$ cat config.mk
export PLATFORM = sky130hd
export DESIGN_NAME = rf_timer
export DESIGN_NICKNAME = d
export VERILOG_FILES = /design/src/rf_timer_pkg.sv /design/src/rf_timer.sv
export SDC_FILE = /design/constraint.sdc
export NUM_CORES = 1
export LEC_CHECK = 0
export BUFFER_PORTS_ARGS = -buffer_cell sky130_fd_sc_hd__clkbuf_2
export CAP_MARGIN = 10
export CORE_ASPECT_RATIO = 1.2
export CORE_UTILIZATION = 49
export DETAILED_ROUTE_END_ITERATION = 6
export PLACE_DENSITY_LB_ADDON = 0.25
export SETUP_SLACK_MARGIN = 0.3
export SYNTH_ARGS = -nofsm -noshare
export SYNTH_HDL_FRONTEND = slang
export SYNTH_SLANG_ARGS = --single-unit
$ cat constraint.sdc
create_clock -name hclk -period 2.8 [get_ports hclk]
set_input_delay 0.42 -clock hclk [delete_from_list [all_inputs] [get_ports hclk]]
set_output_delay 0.42 -clock hclk [all_outputs]
set_load 0.05 [all_outputs]
$ cat src/rf_timer_pkg.sv
// Constants and types for the contactless-interface countdown timer.
// Assumes a 50 MHz bus clock and an AHB-Lite register port.
package rf_timer_pkg;

   // Clock rates
   localparam longint unsigned CLK_HZ = 64'd50_000_000;
   localparam longint unsigned INTF_CLK_HZ = 64'd13_560_000;
   localparam int unsigned NCO_BITS = 32;
   // Phase step that makes the interface tick rate out of the bus clock
   localparam logic [31:0] NCO_INC = 32'((INTF_CLK_HZ << NCO_BITS) / CLK_HZ);

   // Register byte offsets
   localparam logic [7:0] OFS_CTRL = 8'h00;
   localparam logic [7:0] OFS_PRESET = 8'h04;
   localparam logic [7:0] OFS_VALUE = 8'h08;
   localparam logic [7:0] OFS_STATUS = 8'h0c;
   localparam logic [7:0] OFS_MASK = 8'h10;
   localparam logic [7:0] OFS_STATE = 8'h14;

   // Control, status and mask field positions
   localparam int unsigned POS_RUN_ALLOW = 0;
   localparam int unsigned POS_AUTO_RESTART = 1;
   localparam int unsigned POS_DIVIDER_USE = 2;
   localparam int unsigned POS_DIV_SEL = 3;
   localparam int unsigned POS_LAUNCH = 6;
   localparam int unsigned POS_EXPIRED = 0;

   // Reset values
   localparam logic [2:0] DIV_SEL_RST = 3'h0;
   localparam logic DIVIDER_USE_RST = 1'b0;
   localparam logic AUTO_RESTART_RST = 1'b0;
   localparam logic RUN_ALLOW_RST = 1'b0;
   localparam logic [31:0] PRESET_RST = 32'h0000_0000;
   localparam logic [31:0] COUNT_RST = 32'h0000_0000;
   localparam logic STATUS_RST = 1'b0;
   localparam logic MASK_RST = 1'b0;

   // Bus constants
   localparam logic [2:0] HSIZE_WORD = 3'h2;

   // Timer configuration as software sets it
   typedef struct packed {
      logic [2:0] tick_divider_select;
      logic divider_use_bit;
      logic auto_restart_bit;
      logic run_allow_bit;
   } timer_cfg_t;

   // Captured address phase
   typedef struct packed {
      logic [7:0] addr;
      logic write;
      logic word;
   } bus_req_t;

   // Bus slave phases
   typedef enum logic {
      BUS_IDLE = 1'b0,
      BUS_WAIT = 1'b1
   } bus_state_t;

endpackage

$ cat src/rf_timer.sv
// Countdown timer with tick prescaler and auto restart, AHB-Lite slave.
// Assumes one clock hclk at 50 MHz and asynchronous active-low hresetn;
// the only bus slave, so its hreadyout is the bus hready.
//
// The placing of the registers and the AHB-Lite interface to the registers are this design's own decisions.
`timescale 1ns/10ps
`default_nettype none
module rf_timer
   import rf_timer_pkg::*;
(
   // Clock and reset
   input wire logic hclk,
   input wire logic hresetn,
   // AHB-Lite slave
   input wire logic hsel,
   input wire logic [31:0] haddr,
   input wire logic [1:0] htrans,
   input wire logic hwrite,
   input wire logic [2:0] hsize,
   input wire logic [31:0] hwdata,
   input wire logic hready,
   output logic hreadyout,
   output logic [31:0] hrdata,
   output logic hresp,
   // Interrupt
   output logic irq
);

   timer_cfg_t cfg_r;
   bus_state_t bus_st_r;
   bus_req_t req_r;
   logic [31:0] preset_r;
   logic [31:0] count_r;
   logic running_r;
   logic launch_r;
   logic status_r;
   logic mask_r;
   logic [31:0] nco_r;
   logic [7:0] div_cnt_r;
   logic hreadyout_r;
   logic [31:0] hrdata_r;
   logic hresp_r;
   logic irq_r;

   logic accept;
   logic wr_go;
   logic rd_go;
   logic [32:0] nco_sum;
   logic base_tick;
   logic [7:0] div_mask;
   logic tick;
   logic expire;
   logic status_clr;
   logic [31:0] rd_data;

   // Address phase taken only when idle and the bus is ready
   assign accept = hsel && htrans[1] && hready && (bus_st_r == BUS_IDLE);
   assign wr_go = (bus_st_r == BUS_WAIT) && req_r.write && req_r.word;
   assign rd_go = (bus_st_r == BUS_WAIT) && !req_r.write;

   // Bus phase tracking: every transfer gets one wait state
   always_ff @(posedge hclk or negedge hresetn) begin
      if (!hresetn) begin
         bus_st_r <= BUS_IDLE;
         req_r <= '0;
         hreadyout_r <= 1'b1;
         hresp_r <= 1'b0;
      end else begin
         hresp_r <= 1'b0; // Always OKAY
         case (bus_st_r)
            BUS_IDLE: begin
               if (accept) begin
                  bus_st_r <= BUS_WAIT;
                  req_r.addr <= {haddr[7:2], 2'b00};
                  req_r.write <= hwrite;
                  req_r.word <= (hsize == HSIZE_WORD);
                  hreadyout_r <= 1'b0;
               end
            end
            BUS_WAIT: begin
               bus_st_r <= BUS_IDLE;
               hreadyout_r <= 1'b1;
            end
            default: begin
               bus_st_r <= BUS_IDLE;
               hreadyout_r <= 1'b1;
            end
         endcase
      end
   end

   // Read multiplexer; unmapped offsets read zero
   always_comb begin
      rd_data = 32'h0000_0000;
      case (req_r.addr)
         OFS_CTRL: begin
            rd_data[POS_RUN_ALLOW] = cfg_r.run_allow_bit;
            rd_data[POS_AUTO_RESTART] = cfg_r.auto_restart_bit;
            rd_data[POS_DIVIDER_USE] = cfg_r.divider_use_bit;
            rd_data[POS_DIV_SEL +: 3] = cfg_r.tick_divider_select;
         end
         OFS_PRESET: rd_data = preset_r;
         OFS_VALUE: rd_data = count_r;
         OFS_STATUS: rd_data[POS_EXPIRED] = status_r;
         OFS_MASK: rd_data[POS_EXPIRED] = mask_r;
         OFS_STATE: rd_data[0] = running_r;
         default: rd_data = 32'h0000_0000;
      endcase
   end

   // Read data register, loaded in the wait state
   always_ff @(posedge hclk or negedge hresetn) begin
      if (!hresetn) begin
         hrdata_r <= 32'h0000_0000;
      end else if (rd_go) begin
         hrdata_r <= rd_data;
      end
   end

   // Configuration, preset and mask writes
   always_ff @(posedge hclk or negedge hresetn) begin
      if (!hresetn) begin
         cfg_r.tick_divider_select <= DIV_SEL_RST;
         cfg_r.divider_use_bit <= DIVIDER_USE_RST;
         cfg_r.auto_restart_bit <= AUTO_RESTART_RST;
         cfg_r.run_allow_bit <= RUN_ALLOW_RST;
         preset_r <= PRESET_RST;
         mask_r <= MASK_RST;
      end else if (wr_go) begin
         if (req_r.addr == OFS_CTRL) begin
            cfg_r.run_allow_bit <= hwdata[POS_RUN_ALLOW];
            cfg_r.auto_restart_bit <= hwdata[POS_AUTO_RESTART];
            cfg_r.divider_use_bit <= hwdata[POS_DIVIDER_USE];
            cfg_r.tick_divider_select <= hwdata[POS_DIV_SEL +: 3];
         end
         if (req_r.addr == OFS_PRESET) begin
            preset_r <= hwdata;
         end
         if (req_r.addr == OFS_MASK) begin
            mask_r <= hwdata[POS_EXPIRED];
         end
      end
   end

   // Launch pulse: writing one to the launch bit, reads back zero
   always_ff @(posedge hclk or negedge hresetn) begin
      if (!hresetn) begin
         launch_r <= 1'b0;
      end else begin
         launch_r <= wr_go && (req_r.addr == OFS_CTRL) && hwdata[POS_LAUNCH];
      end
   end

   // Phase accumulator makes the 13.56 MHz tick on average
   assign nco_sum = {1'b0, nco_r} + {1'b0, NCO_INC};
   assign base_tick = nco_sum[32];

   always_ff @(posedge hclk or negedge hresetn) begin
      if (!hresetn) begin
         nco_r <= 32'h0000_0000;
      end else begin
         nco_r <= nco_sum[31:0];
      end
   end

   // Prescaler: divide base tick by 2 << select
   assign div_mask = 8'((9'h002 << cfg_r.tick_divider_select) - 9'h001);

   always_ff @(posedge hclk or negedge hresetn) begin
      if (!hresetn) begin
         div_cnt_r <= 8'h00;
      end else if (base_tick) begin
         div_cnt_r <= div_cnt_r + 8'h01;
      end
   end

   // Tick selection between undivided and prescaled rate
   always_comb begin
      if (cfg_r.divider_use_bit) begin
         tick = base_tick && ((div_cnt_r & div_mask) == div_mask);
      end else begin
         tick = base_tick;
      end
   end

   // Expiry when the count reaches zero on a tick
   assign expire = running_r && cfg_r.run_allow_bit && tick &&
                   (count_r <= 32'h0000_0001);

   // Countdown state
   always_ff @(posedge hclk or negedge hresetn) begin
      if (!hresetn) begin
         count_r <= COUNT_RST;
         running_r <= 1'b0;
      end else if (!cfg_r.run_allow_bit) begin
         running_r <= 1'b0;
      end else if (launch_r) begin
         count_r <= preset_r;
         running_r <= 1'b1;
      end else if (expire) begin
         if (cfg_r.auto_restart_bit) begin
            count_r <= preset_r;
         end else begin
            count_r <= COUNT_RST;
            running_r <= 1'b0;
         end
      end else if (running_r && tick) begin
         count_r <= count_r - 32'h0000_0001;
      end
   end

   // Sticky expiry flag, write one to clear, set wins
   assign status_clr = wr_go && (req_r.addr == OFS_STATUS) &&
                       hwdata[POS_EXPIRED];

   always_ff @(posedge hclk or negedge hresetn) begin
      if (!hresetn) begin
         status_r <= STATUS_RST;
      end else begin
         status_r <= expire || (status_r && !status_clr);
      end
   end

   // Interrupt level from unmasked status
   always_ff @(posedge hclk or negedge hresetn) begin
      if (!hresetn) begin
         irq_r <= 1'b0;
      end else begin
         irq_r <= status_r && mask_r;
      end
   end

   // Outputs
   assign hreadyout = hreadyout_r;
   assign hrdata = hrdata_r;
   assign hresp = hresp_r;
   assign irq = irq_r;
endmodule // rf_timer
`default_nettype wire

* Word level (Yosys, flattened, before mapping)
Index checks and enable logic that the tools add are counted.
W data, S select, Z words.
** Word-level totals
- Register bits after elaboration :: 157
- Bits of input ports :: 74
- Output and inout port bits :: 35
- Word-level logic and storage cells :: 81
** Cells by class
- Add/subtract/negate cells :: 4
- Order comparisons :: 1
- Eq/ne operators :: 10
- Shifts and indexed selects :: 1
- Muxes and demuxes :: 16
- Bitwise logic cells :: 2
- Reduce and logical (&&, ||, !) cells :: 28
** Operators with widths (count)
- $mux W32 :: 4
- $pmux W26 S2 :: 1
- $add A32 B31 Y33 const B :: 1
- $le A32 B1 Y1 const B :: 1
- $sub A32 B1 Y32 const B :: 1
- $logic_and A1 B1 Y1 :: 17
- $pmux W5 S3 :: 1
- $eq A6 B2 Y1 const B :: 2
- $eq A6 B3 Y1 const B :: 2
- $reduce_and A2 Y1 :: 6
- $add A8 B1 Y8 const B :: 1
- $and A8 B8 Y8 :: 1
- $eq A8 B8 Y1 :: 1
- $logic_not A8 Y1 :: 1
- $shl A2 B3 Y8 const A :: 1
- $sub A8 B1 Y8 const B :: 1
- $mux W1 :: 7
- $eq A6 B1 Y1 const B :: 1
- $pmux W1 S6 :: 1
- $pmux W1 S2 :: 2
- $eq A3 B2 Y1 const B :: 1
- $ne A3 B1 Y1 const B :: 1
- $ne A3 B2 Y1 const B :: 1
- $reduce_bool A3 Y1 :: 1
- other kinds (4) :: 5

* Longest topological paths before layout
Gate-level depths: netlist (run 1).
- Word-level depth :: 11
- Mapped depth :: 13
- Mapped depth without buffers :: 10

* Worst setup path after synthesis (run 1)
No wires, ideal clock.
- Path type :: register to register
- Start :: register cfg_r[3] (netlist name)
- End :: register count_r[17]
- Data arrival time :: 2891 ps
- Required time :: 2674 ps
- Path slack :: -217 ps
- Stages on the path, launching flop included :: 13
- Clock period less this slack :: 3017 ps
- Path through :: dfrtp_1 -> or3_1 -> ha_1 -> or4_1 -> nand2_1 -> o31a_2 -> o32ai_4 -> a41o_1 -> buf_6 -> and2_4 -> buf_6 -> buf_6 -> a221o_1
** Between the ends
- Longest elaborated chain between the ends :: 10
- Elaborated cells on any way between the ends :: 13
- Classes of those cells :: add/sub: 1; eq/ne: 1; shift: 1; mux: 3; bitwise: 1; reduce/logical: 6
** Ends and longest elaborated chain
- start: declaration :: line rf_timer.sv:29 : timer_cfg_t cfg_r;
- $shl A2 B3 Y8 (*) :: line rf_timer.sv:167 : assign div_mask = 8'((9'h002 << cfg_r.tick_divider_select) - 9'h001);
- $sub A8 B1 Y8 (*) :: line rf_timer.sv:167
- $and A8 B8 Y8 :: line rf_timer.sv:180 : tick = base_tick && ((div_cnt_r & div_mask) == div_mask);
- $eq A8 B8 Y1 (*) :: line rf_timer.sv:180
- $logic_and A1 B1 Y1 (*) :: line rf_timer.sv:180
- $mux W1 (*) :: line rf_timer.sv:179 : if (cfg_r.divider_use_bit) begin
- $logic_and A1 B1 Y1 (2 in a row) :: line rf_timer.sv:187 : assign expire = running_r && cfg_r.run_allow_bit && tick &&
- $reduce_bool A3 Y1 (no source line) / $mux W32 (equally long branches)
- $reduce_and A2 Y1 (no source line) / $mux W32 (equally long branches)
- end signal: assignment :: line rf_timer.sv:198 : count_r <= preset_r;
- end signal: assignment :: line rf_timer.sv:202 : count_r <= preset_r;
- end signal: assignment :: line rf_timer.sv:208 : count_r <= count_r - 32'h0000_0001;
- end: declaration :: line rf_timer.sv:33 : logic [31:0] count_r;
Every way passes the cells marked *; elsewhere a longest branch is shown, timed or not.
A chain may end at the register's enable or synchronous reset.

* Worst setup path in the final report (run 1)
Ends and elaborated chain as after synthesis.

==> out/qor.csv, run 1 <==
stage,metric,value,unit
run_status,status,"complete, but fails checks",
run_status,violations,"hold timing, setup timing",
clocking,clk_path_buf_depth,2,
global_route,grt_pass1_vias,6115,
clocking,clk_pin_slew,60,ps
final_layout,layout-drive-gt1-share,28.1,%
final_layout,ff_latch_area,0.00391,mm^2
die,pin_count,109,
clocking,worstSkewPairLatency,430,ps
timing,finalSetupViolations,3,
logic_synthesis,synth_cells,730,
routing,viasPerCell,5.85,
worst_setup_path,critPathCaptureType,flip-flop,
placement,hpwl,12300,um
timing,rsz0062_at_grt,true,
timing,timing.fmax,0.354,GHz
routing,finalWirelength,18400,um
routing,wire_per_inst,17.4,um
timing,setup_ws,-25.1,ps
worst_setup_path,worstSetupStartpoint,cfg_r[3],
final_layout,num_antenna_cells,0,
clocking,cts_tree,done,
die,core.rowCount,49,
die,die_h,138,um
placement,place_inst,1011,
final_layout,design_area,0.00927,mm^2
worst_setup_path,cp_data_required_time,3110,ps
worst_setup_path,crit_buf_inv,1,
pwr,p_sw,1.60,mW
timing,timing.final.crit_share,101,%
worst_setup_path,slowest_stage,or4_4,
logic_synthesis,synthFlopType,dfrtp_1,
logic_synthesis,synth_top_area_share,51.1,%
pwr,p_per_area,615,mW/mm^2
final_layout,syn_to_final_growth,22.1,%
logic_synthesis,postSynthAreaPerCell,10.4,um^2
pwr,p_sw_share,28.0,%
worst_setup_path,r2r-start,cfg_r[3],
pwr,p_comb_share,14.8,%
die,dieArea,0.0160,mm^2
logic_synthesis,synth.distinct_cells,62,
final_layout,fin_cells,1056,
routing,drt_iter0_drc,300,
die,start_util,50.4,%
placement,io_buffers,80,
routing,drt_first_pass_iters,5,
clocking,numCtsBuffers,17,
clocking,cts-root-buf,clkbuf_16,
worst_setup_path,crit_chain,or3_4 -> ha_4 -> or4_4 -> nand2_2 -> o31a_2 -> o32ai_4 -> buf_12 -> a41o_1 -> and2_4 -> a221o_1,
routing,vias,6179,
clocking,htreeDepth,4,
clocking,clock_sinks,156,
logic_synthesis,yosys_warnings,0,
placement,place_ws,-98.3,ps
logic_synthesis,ys_ff_latch,156,
global_route,grt_pass1_wl,30200,um
die,fp.dieW,116,um
pwr,clock_power_share,41.9,%
logic_synthesis,synthTopCellsByArea,"dfrtp_1 (51%), mux2_2 (5.9%), nor2_1 (4.3%)",
global_route,grt_max_degree,69,
worst_setup_path,start_kind,flip-flop,
final_layout,postLayoutCoreUtil,61.5,%
timing,min_period,2830,ps
placement,dpl-instance-area,0.00841,mm^2
worst_setup_path,reg2reg_slack,-30,ps
worst_setup_path,worstPathArrival,3130,ps
routing,drcViolationCount,0,
global_route,track_usage,24.3,%
timing,tightest_slew,639,ps
worst_hold_path,hold_class,in -> async,
pwr,intPower,4.10,mW
global_route,grt-ovfl-total,0,
global_route,antenna_found_initial,0,
die,placeableCoreArea,0.0151,mm^2
final_layout,final_nets,919,
pwr,p_leak,4.42,nW
run,maxCapViolCount,0,
logic_synthesis,yosysSeqAreaShare,51.4,%
worst_setup_path,critPathMaxFanout,8,
logic_synthesis,synth_top_area_cell,dfrtp_1,
logic_synthesis,synth_edf_count,0,
timing,hold_violations,10,
placement,place_congestion,0.840,
timing,slew_headroom,57.4,%
timing,slew_violations,0,
worst_setup_path,cpLargestDelayFamily,simple AND/OR/NAND/NOR gates,
worst_setup_path,critPathKind,reg -> reg,
routing,drtAntennaViolNets,0,
timing,fin_skew,8.59,ps
logic_synthesis,synth_area,0.00760,mm^2
timing,whs,-24.3,ps
final_layout,nFillCells,1282,
pwr,p_seq_share,43.3,%
logic_synthesis,syn-num-nets,809,
final_layout,multi_input_area,0.00360,mm^2
logic_synthesis,synthArstFlopShare,100,%
pwr,ir_worst_vdd,0.418,mV
worst_setup_path,slowest_delay,420,ps
[path summary, 6_finish.rpt]
| kind | endpoint | cells after the start |
|---|---|---|
| worst max-delay path | count_r[17] | 10 |
| worst min-delay path | nco_r[3] | 1 |
| worst max register to register | count_r[17] | 10 |
| worst min register to register | nco_r[29] | 1 |
| max in group asynchronous | hrdata[3] | 2 |
| min in group hclk | req_r[6] | 3 |
[logic make-up (layout without fill, tap and decap cells)]
group | Yosys count | count (layout) | share of synthesized area [%]
mux | 48 | 48 | 6.98
compound gates | 142 | 142 | 15.0
fa+ha+maj | 5 | 5 | 0.824
buf+inv | 50 | 171 | 3.00
xor+xnor | 33 | 33 | 3.81
other cells | 1 | 1 | 0.0494
simple gates | 295 | 296 | 18.9
flops | 156 | 156 | 51.4
[power groups by stage]
| stage | clock network (mW) | registers, mW | logic [mW] |
|---|---|---|---|
| 2_1_floorplan | 0 | 2.87 | 0.217 |
| 3_3_place_gp | 0 | 2.50 | 0.836 |
| 3_5_place_dp | 0 | 2.51 | 0.846 |
| 4_1_cts | 2.43 | 2.47 | 0.850 |
| 5_1_grt | 2.52 | 2.48 | 0.902 |
| 6_report | 2.39 | 2.47 | 0.842 |
[cell usage in the layout, fill, tap and decap left out, types with 12 or more instances in the layout]
master,n
dfrtp_1,153
clkbuf_16,17
nand3_1,38
a22o_1,13
xor2_1,18
nand2_1,66
clkbuf_2,79
mux2_2,40
xnor2_1,15
a221oi_1,27
nand4_1,12
nor2_1,86
or3_1,17
o21ai_0,17
buf_4,40
nor3_1,14
[per-layer routing]
metal  GRT usage [%]  vias to the layer above  wire [um]
met5               0                        -          0
met3            5.26                       32        723
met2            39.7                      163       9340
li1                -                     2903          -
met4            9.58                        0        371
met1            31.2                     3081       7970
[state kept, by name, indices dropped and copies added, names as in the netlist]
name and count:
nco_r 31, hreadyout 1, count_r 32, irq 1, bus_st_r 1, hrdata 32, status_r 1, launch_r 1
preset_r 32, div_cnt_r 8, running_r 1, cfg_r 6, mask_r 1, req_r 8
[synth_stat cells, types with 3 or more instances]
master,count
nor4_1,9
dfrtp_1,155
a221oi_1,27
o31ai_1,4
a21boi_0,6
buf_1,3
nand2b_1,6
a21o_1,3
a221o_1,10
mux2i_1,8
nand2_1,68
or2_2,4
a32oi_1,7
buf_2,11
ha_1,5
inv_1,7
nor2_1,88
a21oi_1,9
nand4_1,12
nor3_1,14
and3_1,6
o31a_1,4
o2bb2ai_1,4
clkbuf_1,24
xnor2_1,15
xor2_1,18
a22o_1,13
buf_6,3
o211ai_1,4
or3_1,19
o2111ai_1,4
a211o_1,5
o21a_1,10
mux2_2,40
and2_1,5
nand3b_1,3
o21ai_0,18
or4_1,5
nor2b_1,5
nand3_1,39
[through the flow]
stage | hold slack [ps] | TNS (ps) | total power, mW
after floorplan | 124 | -203 | 3.08
after global placement | 451 | -556 | 3.34
after detailed placement | 460 | -835 | 3.36
after global routing | 25.4 | -1730 | 5.90
final | -24.3 | -55.9 | 5.70
after CTS | 15.8 | -143 | 5.75
[area by class of cell]
type / count / area share (%)
Clock inverter: 12 / 1.85
Timing Repair Buffer: 132 / 9.35
Sequential cell: 156 / 42.1
Inverter: 8 / 0.324
Multi-Input combinational cell: 525 / 38.8
Tap cell: 204 / 2.75
Clock buffer: 19 / 4.78
[timing repair]
item | CTS | global route
setup buffers | 6 | 5
gates cloned | 2 | 1
hold endpoints to repair | 0 | 0
pin swaps | 25 | 9
hold buffers | 0 | 0
resized for setup | 20 | 17
setup endpoints to repair | 35 | 40
Note: power is estimated with default switching activity, not from simulation.
==> inputs of run 2 (changes only) <==
CORE_UTILIZATION = 30   (was 49)
==> run 2 against run 1 <==
Effect of this change:
- global-route usage decreased by 8.4 points
- first-iteration DRC count fell by 3.0%
- largest cell class unchanged
- setup slack got worse by 76 ps
- sequential share of layout area fell by 1.5 points
- critical path depth unchanged
- the flow finishes with violations (setup timing)
- power fell by 1.5%
- largest power group unchanged
- clock skew up 2.3 ps
- highest routed layer unchanged
- core utilization is 23 points lower
- die area increased by 62%
- clock-buffer cell count stayed put
- sequential power barely moved
- routed wire length rose by 10%
==> out/qor.csv, run 2 (synthesis gave the netlist of run 1 again) <==
stage,metric,value,unit
worst_setup_path,path_depth,10,
run_status,violations,setup timing,
timing,timing.fmax,0.345,GHz
run,maxCapViolCount,0,
pwr,p_comb_share,15.3,%
global_route,grt_pass1_vias,6083,
global_route,grt-ovfl-total,0,
die,dieArea,0.0260,mm^2
worst_setup_path,cpLargestDelayFamily,simple AND/OR/NAND/NOR gates,
routing,drcViolationCount,0,
routing,vias,6114,
routing,finalWirelength,20300,um
placement,hpwl,13800,um
final_layout,final_cell_mix,"dfrtp_1 (155), nor2_1 (86), clkbuf_2 (79)",
final_layout,design_area,0.00962,mm^2
clocking,worstSkewPairLatency,430,ps
clocking,cts_tree,done,
timing,fin_skew,10.9,ps
timing,min_period,2900,ps
timing,slew_violations,0,
pwr,p_per_area,584,mW/mm^2
global_route,grt_max_degree,55,
die,core.rowCount,63,
worst_setup_path,crit_chain,or3_4 -> ha_4 -> or4_1 -> nand2_1 -> o31a_2 -> o32ai_4 -> buf_4 -> a41o_4 -> and2_4 -> a221o_1,
worst_setup_path,critPathKind,reg -> reg,
timing,setup_ws,-101,ps
clocking,htreeDepth,4,
routing,drt_first_pass_iters,5,
routing,viasPerCell,5.09,
worst_setup_path,critPathCaptureType,flip-flop,
worst_hold_path,hold_class,in -> reg,
placement,place_congestion,0.770,
worst_setup_path,slowest_delay,420,ps
timing,whs,192,ps
timing,tightest_slew,603,ps
worst_setup_path,worstPathArrival,3210,ps
final_layout,final_nets,942,
final_layout,layout-drive-gt1-share,29.5,%
final_layout,final_common_cell,dfrtp_1,
pwr,power,5.61,mW
placement,io_buffers,80,
pwr,p_sw,1.71,mW
die,fp.dieW,147,um
die,die_h,176,um
clocking,clk_path_buf_depth,2,
pwr,ir_worst_vdd,0.335,mV
run_status,status,"complete, but fails checks",
pwr,p_seq_share,43.9,%
timing,fin_setup_tns,-1040,ps
clocking,clock_sinks,156,
clocking,numCtsBuffers,17,
timing,finalSetupViolations,19,
timing,slew_headroom,59.4,%
routing,wire_per_inst,16.9,um
die,pin_count,109,
clocking,cts-root-buf,clkbuf_16,
pwr,p_sw_share,30.5,%
worst_hold_path,holdPathStages,3,
die,placeableCoreArea,0.0248,mm^2
worst_setup_path,crit_buf_inv,1,
timing,rsz0062_at_grt,true,
worst_setup_path,start_kind,flip-flop,
die,start_util,30.7,%
pwr,p_leak,4.55,nW
worst_setup_path,rr_worst_depth,10,
final_layout,postLayoutCoreUtil,38.9,%
pwr,clock_power_share,40.8,%
worst_setup_path,cp_data_required_time,3110,ps
global_route,antenna_found_initial,0,
worst_setup_path,critPathMaxFanout,8,
placement,dpl-instance-area,0.00871,mm^2
timing,hold_violations,0,
routing,drtAntennaViolNets,0,
final_layout,syn_to_final_growth,26.6,%
global_route,grt_pass1_wl,32100,um
routing,drt_iter0_drc,291,
clocking,clk_pin_slew,70,ps
final_layout,nFillCells,2458,
global_route,track_usage,15.9,%
timing,timing.final.crit_share,104,%
worst_setup_path,slowest_stage,or3_4,
final_layout,num_antenna_cells,0,
pwr,intPower,3.90,mW
[run 2: cell types whose count changed in the layout (fill, tap and decap cells not counted), sizes merged]
cell	change
buf	+22
bufinv	-3
clkinv	-2
clkinvlp	-1
dlygate4sd3	+1
inv	+7
[run 2: path summary, 6_finish.rpt]
check / start / endpoint / slack [ps]
setup / recovery: cfg_r[3] / count_r[6] / -100
hold / removal: hwrite / req_r[1] / 190
setup reg to reg: cfg_r[3] / count_r[6] / -100
hold reg to reg: nco_r[29] / nco_r[29] / 470
max in group asynchronous: hresetn / hrdata[24] / 1510
min in group asynchronous: hresetn / hrdata[29] / 520
[run 2: final cells by class]
class	instances	area, um^2	share of cell area [%]
sequential	156	3910	40.6
tap	325	407	4.23
clock buffer	19	453	4.71
multi-input combinational	525	3580	37.3
timing repair buffer	155	1110	11.5
inverter	8	30.0	0.312
clock inverter	13	129	1.34
[run 2: per-layer routing]
layer,share of wire [%],global-route usage (%),vias up,wire [um]
li1,-,-,2960,-
met1,43,19.6,3000,8730
met2,52,27.9,127,10500
met3,3.2,2.64,27,655
met4,2.0,5.63,0,397
met5,0,0,-,0
[run 2: power by group through the flow]
stage	registers (mW)	logic, mW	clock network, mW
finish	2.46	0.857	2.29
global route	2.48	0.924	2.45
CTS	2.47	0.869	2.36
detailed placement	2.51	0.865	0
global placement	2.50	0.863	0
floorplan	2.87	0.217	0
[run 2: repair_timing]
item	in CTS	in global routing
pin swaps	4	19
endpoints found under the hold margin	50	0
hold buffers	1	0
gates resized for setup	18	18
setup buffers	6	9
cloned	2	1
endpoints found under the setup margin	36	37
[run 2: worst reg2reg max path, cell delays in order (launching register included)]
cell and delay, ps:
dfrtp_1 390, or3_4 420, ha_4 190, or4_1 400, nand2_1 90, o31a_2 190, o32ai_4 120, buf_4 170
a41o_4 250, and2_4 230, a221o_1 360
[run 2: through the flow]
| stage | worst slack (ps) | cells |
|---|---|---|
| 3_5_place_dp | -124 | 1150 |
| 6_report | -101 | 1201 |
| 3_3_place_gp | -87.6 | 1150 |
| 4_1_cts | -88.8 | 1191 |
| 5_1_grt | -193 | 1201 |
| 2_1_floorplan | -40.7 | 730 |
==> inputs of run 3 (changes only) <==
CORE_MARGIN = 2   (was not set)
CORE_UTILIZATION = 52   (was 30)
==> run 3 against run 2 <==
Effect of this change:
- the run still ends with setup timing left
- power rose by 4.5%
- global-route usage rose by 10 points
- register-to-register slack got worse by 20 ps
- sequential power barely moved
- die area fell by 40%
==> out/qor.csv, run 3 (synthesis gave the netlist of run 1 again) <==
stage,metric,value,unit
clocking,ctsHoldBuffers,0,
die,placeableCoreArea,0.0144,mm^2
global_route,grt-ovfl-total,0,
timing,rsz0062_at_grt,true,
die,die_h,136,um
worst_setup_path,cp_data_required_time,3120,ps
pwr,clock_power_share,43.4,%
timing,setup_ws,-126,ps
timing,finalSetupViolations,23,
global_route,antenna_found_initial,0,
timing,whs,2.34,ps
clocking,clk_path_buf_depth,2,
routing,viasPerCell,6.14,
clocking,htreeDepth,4,
worst_setup_path,crit_chain,or3_4 -> ha_4 -> nand3b_1 -> nand2_2 -> o31a_4 -> o32ai_4 -> a22oi_2 -> buf_6 -> buf_6 -> a22o_1 -> a211o_1,
run_status,status,"complete, but fails checks",
worst_setup_path,slowest_delay,410,ps
final_layout,num_antenna_cells,0,
die,start_util,52.9,%
placement,hpwl,12700,um
clocking,numCtsBuffers,17,
worst_setup_path,worstSetupStartpoint,cfg_r[3],
worst_hold_path,hold_class,in -> async,
global_route,track_usage,26.0,%
die,core.rowCount,48,
final_layout,final_cell_mix,"dfrtp_1 (155), nor2_1 (87), clkbuf_2 (79)",
pwr,p_leak,4.53,nW
placement,place_inst,982,
timing,hold_violations,0,
timing,slew_headroom,54.7,%
timing,tightest_slew,679,ps
placement,io_buffers,80,
routing,wire_per_inst,19.1,um
routing,drtAntennaViolNets,0,
final_layout,final_nets,926,
clocking,worstSkewPairLatency,440,ps
final_layout,syn_to_final_growth,25.3,%
clocking,clk_pin_slew,60,ps
clocking,clock_sinks,156,
final_layout,fin_cells,1035,
die,fp.dieW,114,um
pwr,p_per_area,616,mW/mm^2
pwr,p_sw_share,27.8,%
routing,finalWirelength,19800,um
timing,slew_violations,0,
run,maxCapViolCount,0,
worst_setup_path,start_kind,flip-flop,
pwr,p_seq_share,42.1,%
routing,drcViolationCount,0,
worst_setup_path,r2r-start,cfg_r[3],
global_route,grt_pass1_wl,31700,um
worst_setup_path,worstPathArrival,3240,ps
worst_setup_path,slowest_stage,or3_4,
timing,timing.final.crit_share,104,%
placement,place_congestion,0.872,
pwr,ir_worst_vdd,0.367,mV
final_layout,nFillCells,1111,
timing,min_period,2930,ps
worst_setup_path,crit_buf_inv,2,
final_layout,multi_input_area,0.00373,mm^2
final_layout,ff_latch_area,0.00391,mm^2
timing,timing.fmax,0.342,GHz
worst_setup_path,worst_path_most_repeated_cell,buf_6,
pwr,intPower,4.24,mW
global_route,grt_max_degree,76,
run_status,violations,setup timing,
clocking,cts_tree,done,
final_layout,layout-drive-gt1-share,30.2,%
die,dieArea,0.0156,mm^2
routing,vias,6350,
routing,drt_iter0_drc,478,
global_route,grt_pass1_vias,6370,
worst_setup_path,cpLargestDelayFamily,compound AO/OA/AOI/OAI gates,
final_layout,final_common_cell,dfrtp_1,
worst_setup_path,critPathMaxFanout,5,
clocking,cts-root-buf,clkbuf_16,
timing,fin_skew,10.5,ps
routing,drt_first_pass_iters,5,
pwr,p_comb_share,14.5,%
pwr,p_sw,1.63,mW
worst_setup_path,critPathCaptureType,flip-flop,
pwr,power,5.87,mW
worst_setup_path,critPathKind,reg -> reg,
die,pin_count,109,
run 3: cell count changes in the layout (fill, tap and decap cells not counted), sizes merged:
cell	delta
buf	-15
bufinv	+4
clkbuf	+3
clkinv	-1
dlygate4sd3	-1
inv	-6
run 3: repair_timing:
action	in CTS	in global routing
gates resized for setup	16	55
pin swaps	19	23
endpoints found under the setup margin	36	41
setup buffers	6	8
cloned	3	4
run 3: layer usage:
layer	global-route usage, %	share of wire [%]	vias to the layer above
met5	0	0	-
met4	9.49	2.3	0
met3	4.99	5.3	43
met2	46.2	52	227
met1	31.3	40	3149
li1	-	-	2931
run 3: power groups by stage:
| stage | Sequential [mW] | Combinational (mW) | Clock [mW] |
|---|---|---|---|
| finish | 2.47 | 0.852 | 2.55 |
| global route | 2.49 | 0.916 | 2.68 |
| CTS | 2.47 | 0.857 | 2.58 |
| detailed placement | 2.51 | 0.847 | 0 |
| global placement | 2.50 | 0.838 | 0 |
| floorplan | 2.87 | 0.217 | 0 |
run 3: area by class of cell:
type	instances	area share, %
flip-flops and latches	156	41.0
multi-input cells	525	39.2
repair buffers	139	10.3
clock buffers	22	4.88
well taps	175	2.30
clock inverters	10	1.97
inverters	8	0.315
run 3: final timing paths:
kind	slack, ps	cells past startpoint	to
max in group asynchronous	1930	2	nco_r[11]
hold reg to reg	480	1	nco_r[29]
hold / removal	2	1	hrdata[27]
setup reg to reg	-130	11	count_r[5]
setup / recovery	-130	11	count_r[5]
min in group hclk	180	3	req_r[7]
run 3: metrics by stage:
| step | instance area, um^2 | utilization (%) | setup TNS (ps) | setup WS, ps |
|---|---|---|---|---|
| 4_1_cts | 9200 | 64.1 | -1180 | -77.7 |
| 3_5_place_dp | 8380 | 58.4 | -2420 | -148 |
| 2_1_floorplan | 7630 | - | -203 | -40.7 |
| 3_3_place_gp | 8380 | 58.4 | -313 | -46.6 |
| 5_1_grt | 9520 | 66.3 | -3520 | -210 |
| 6_report | 9520 | 66.3 | -1680 | -126 |
run 3: worst register-to-register path, stage by stage (launching register included):
cell and delay, ps:
dfrtp_1 380, or3_4 410, ha_4 190, nand3b_1 100, nand2_2 60, o31a_4 350
o32ai_4 340, a22oi_2 170, buf_6 170, buf_6 130, a22o_1 230, a211o_1 270
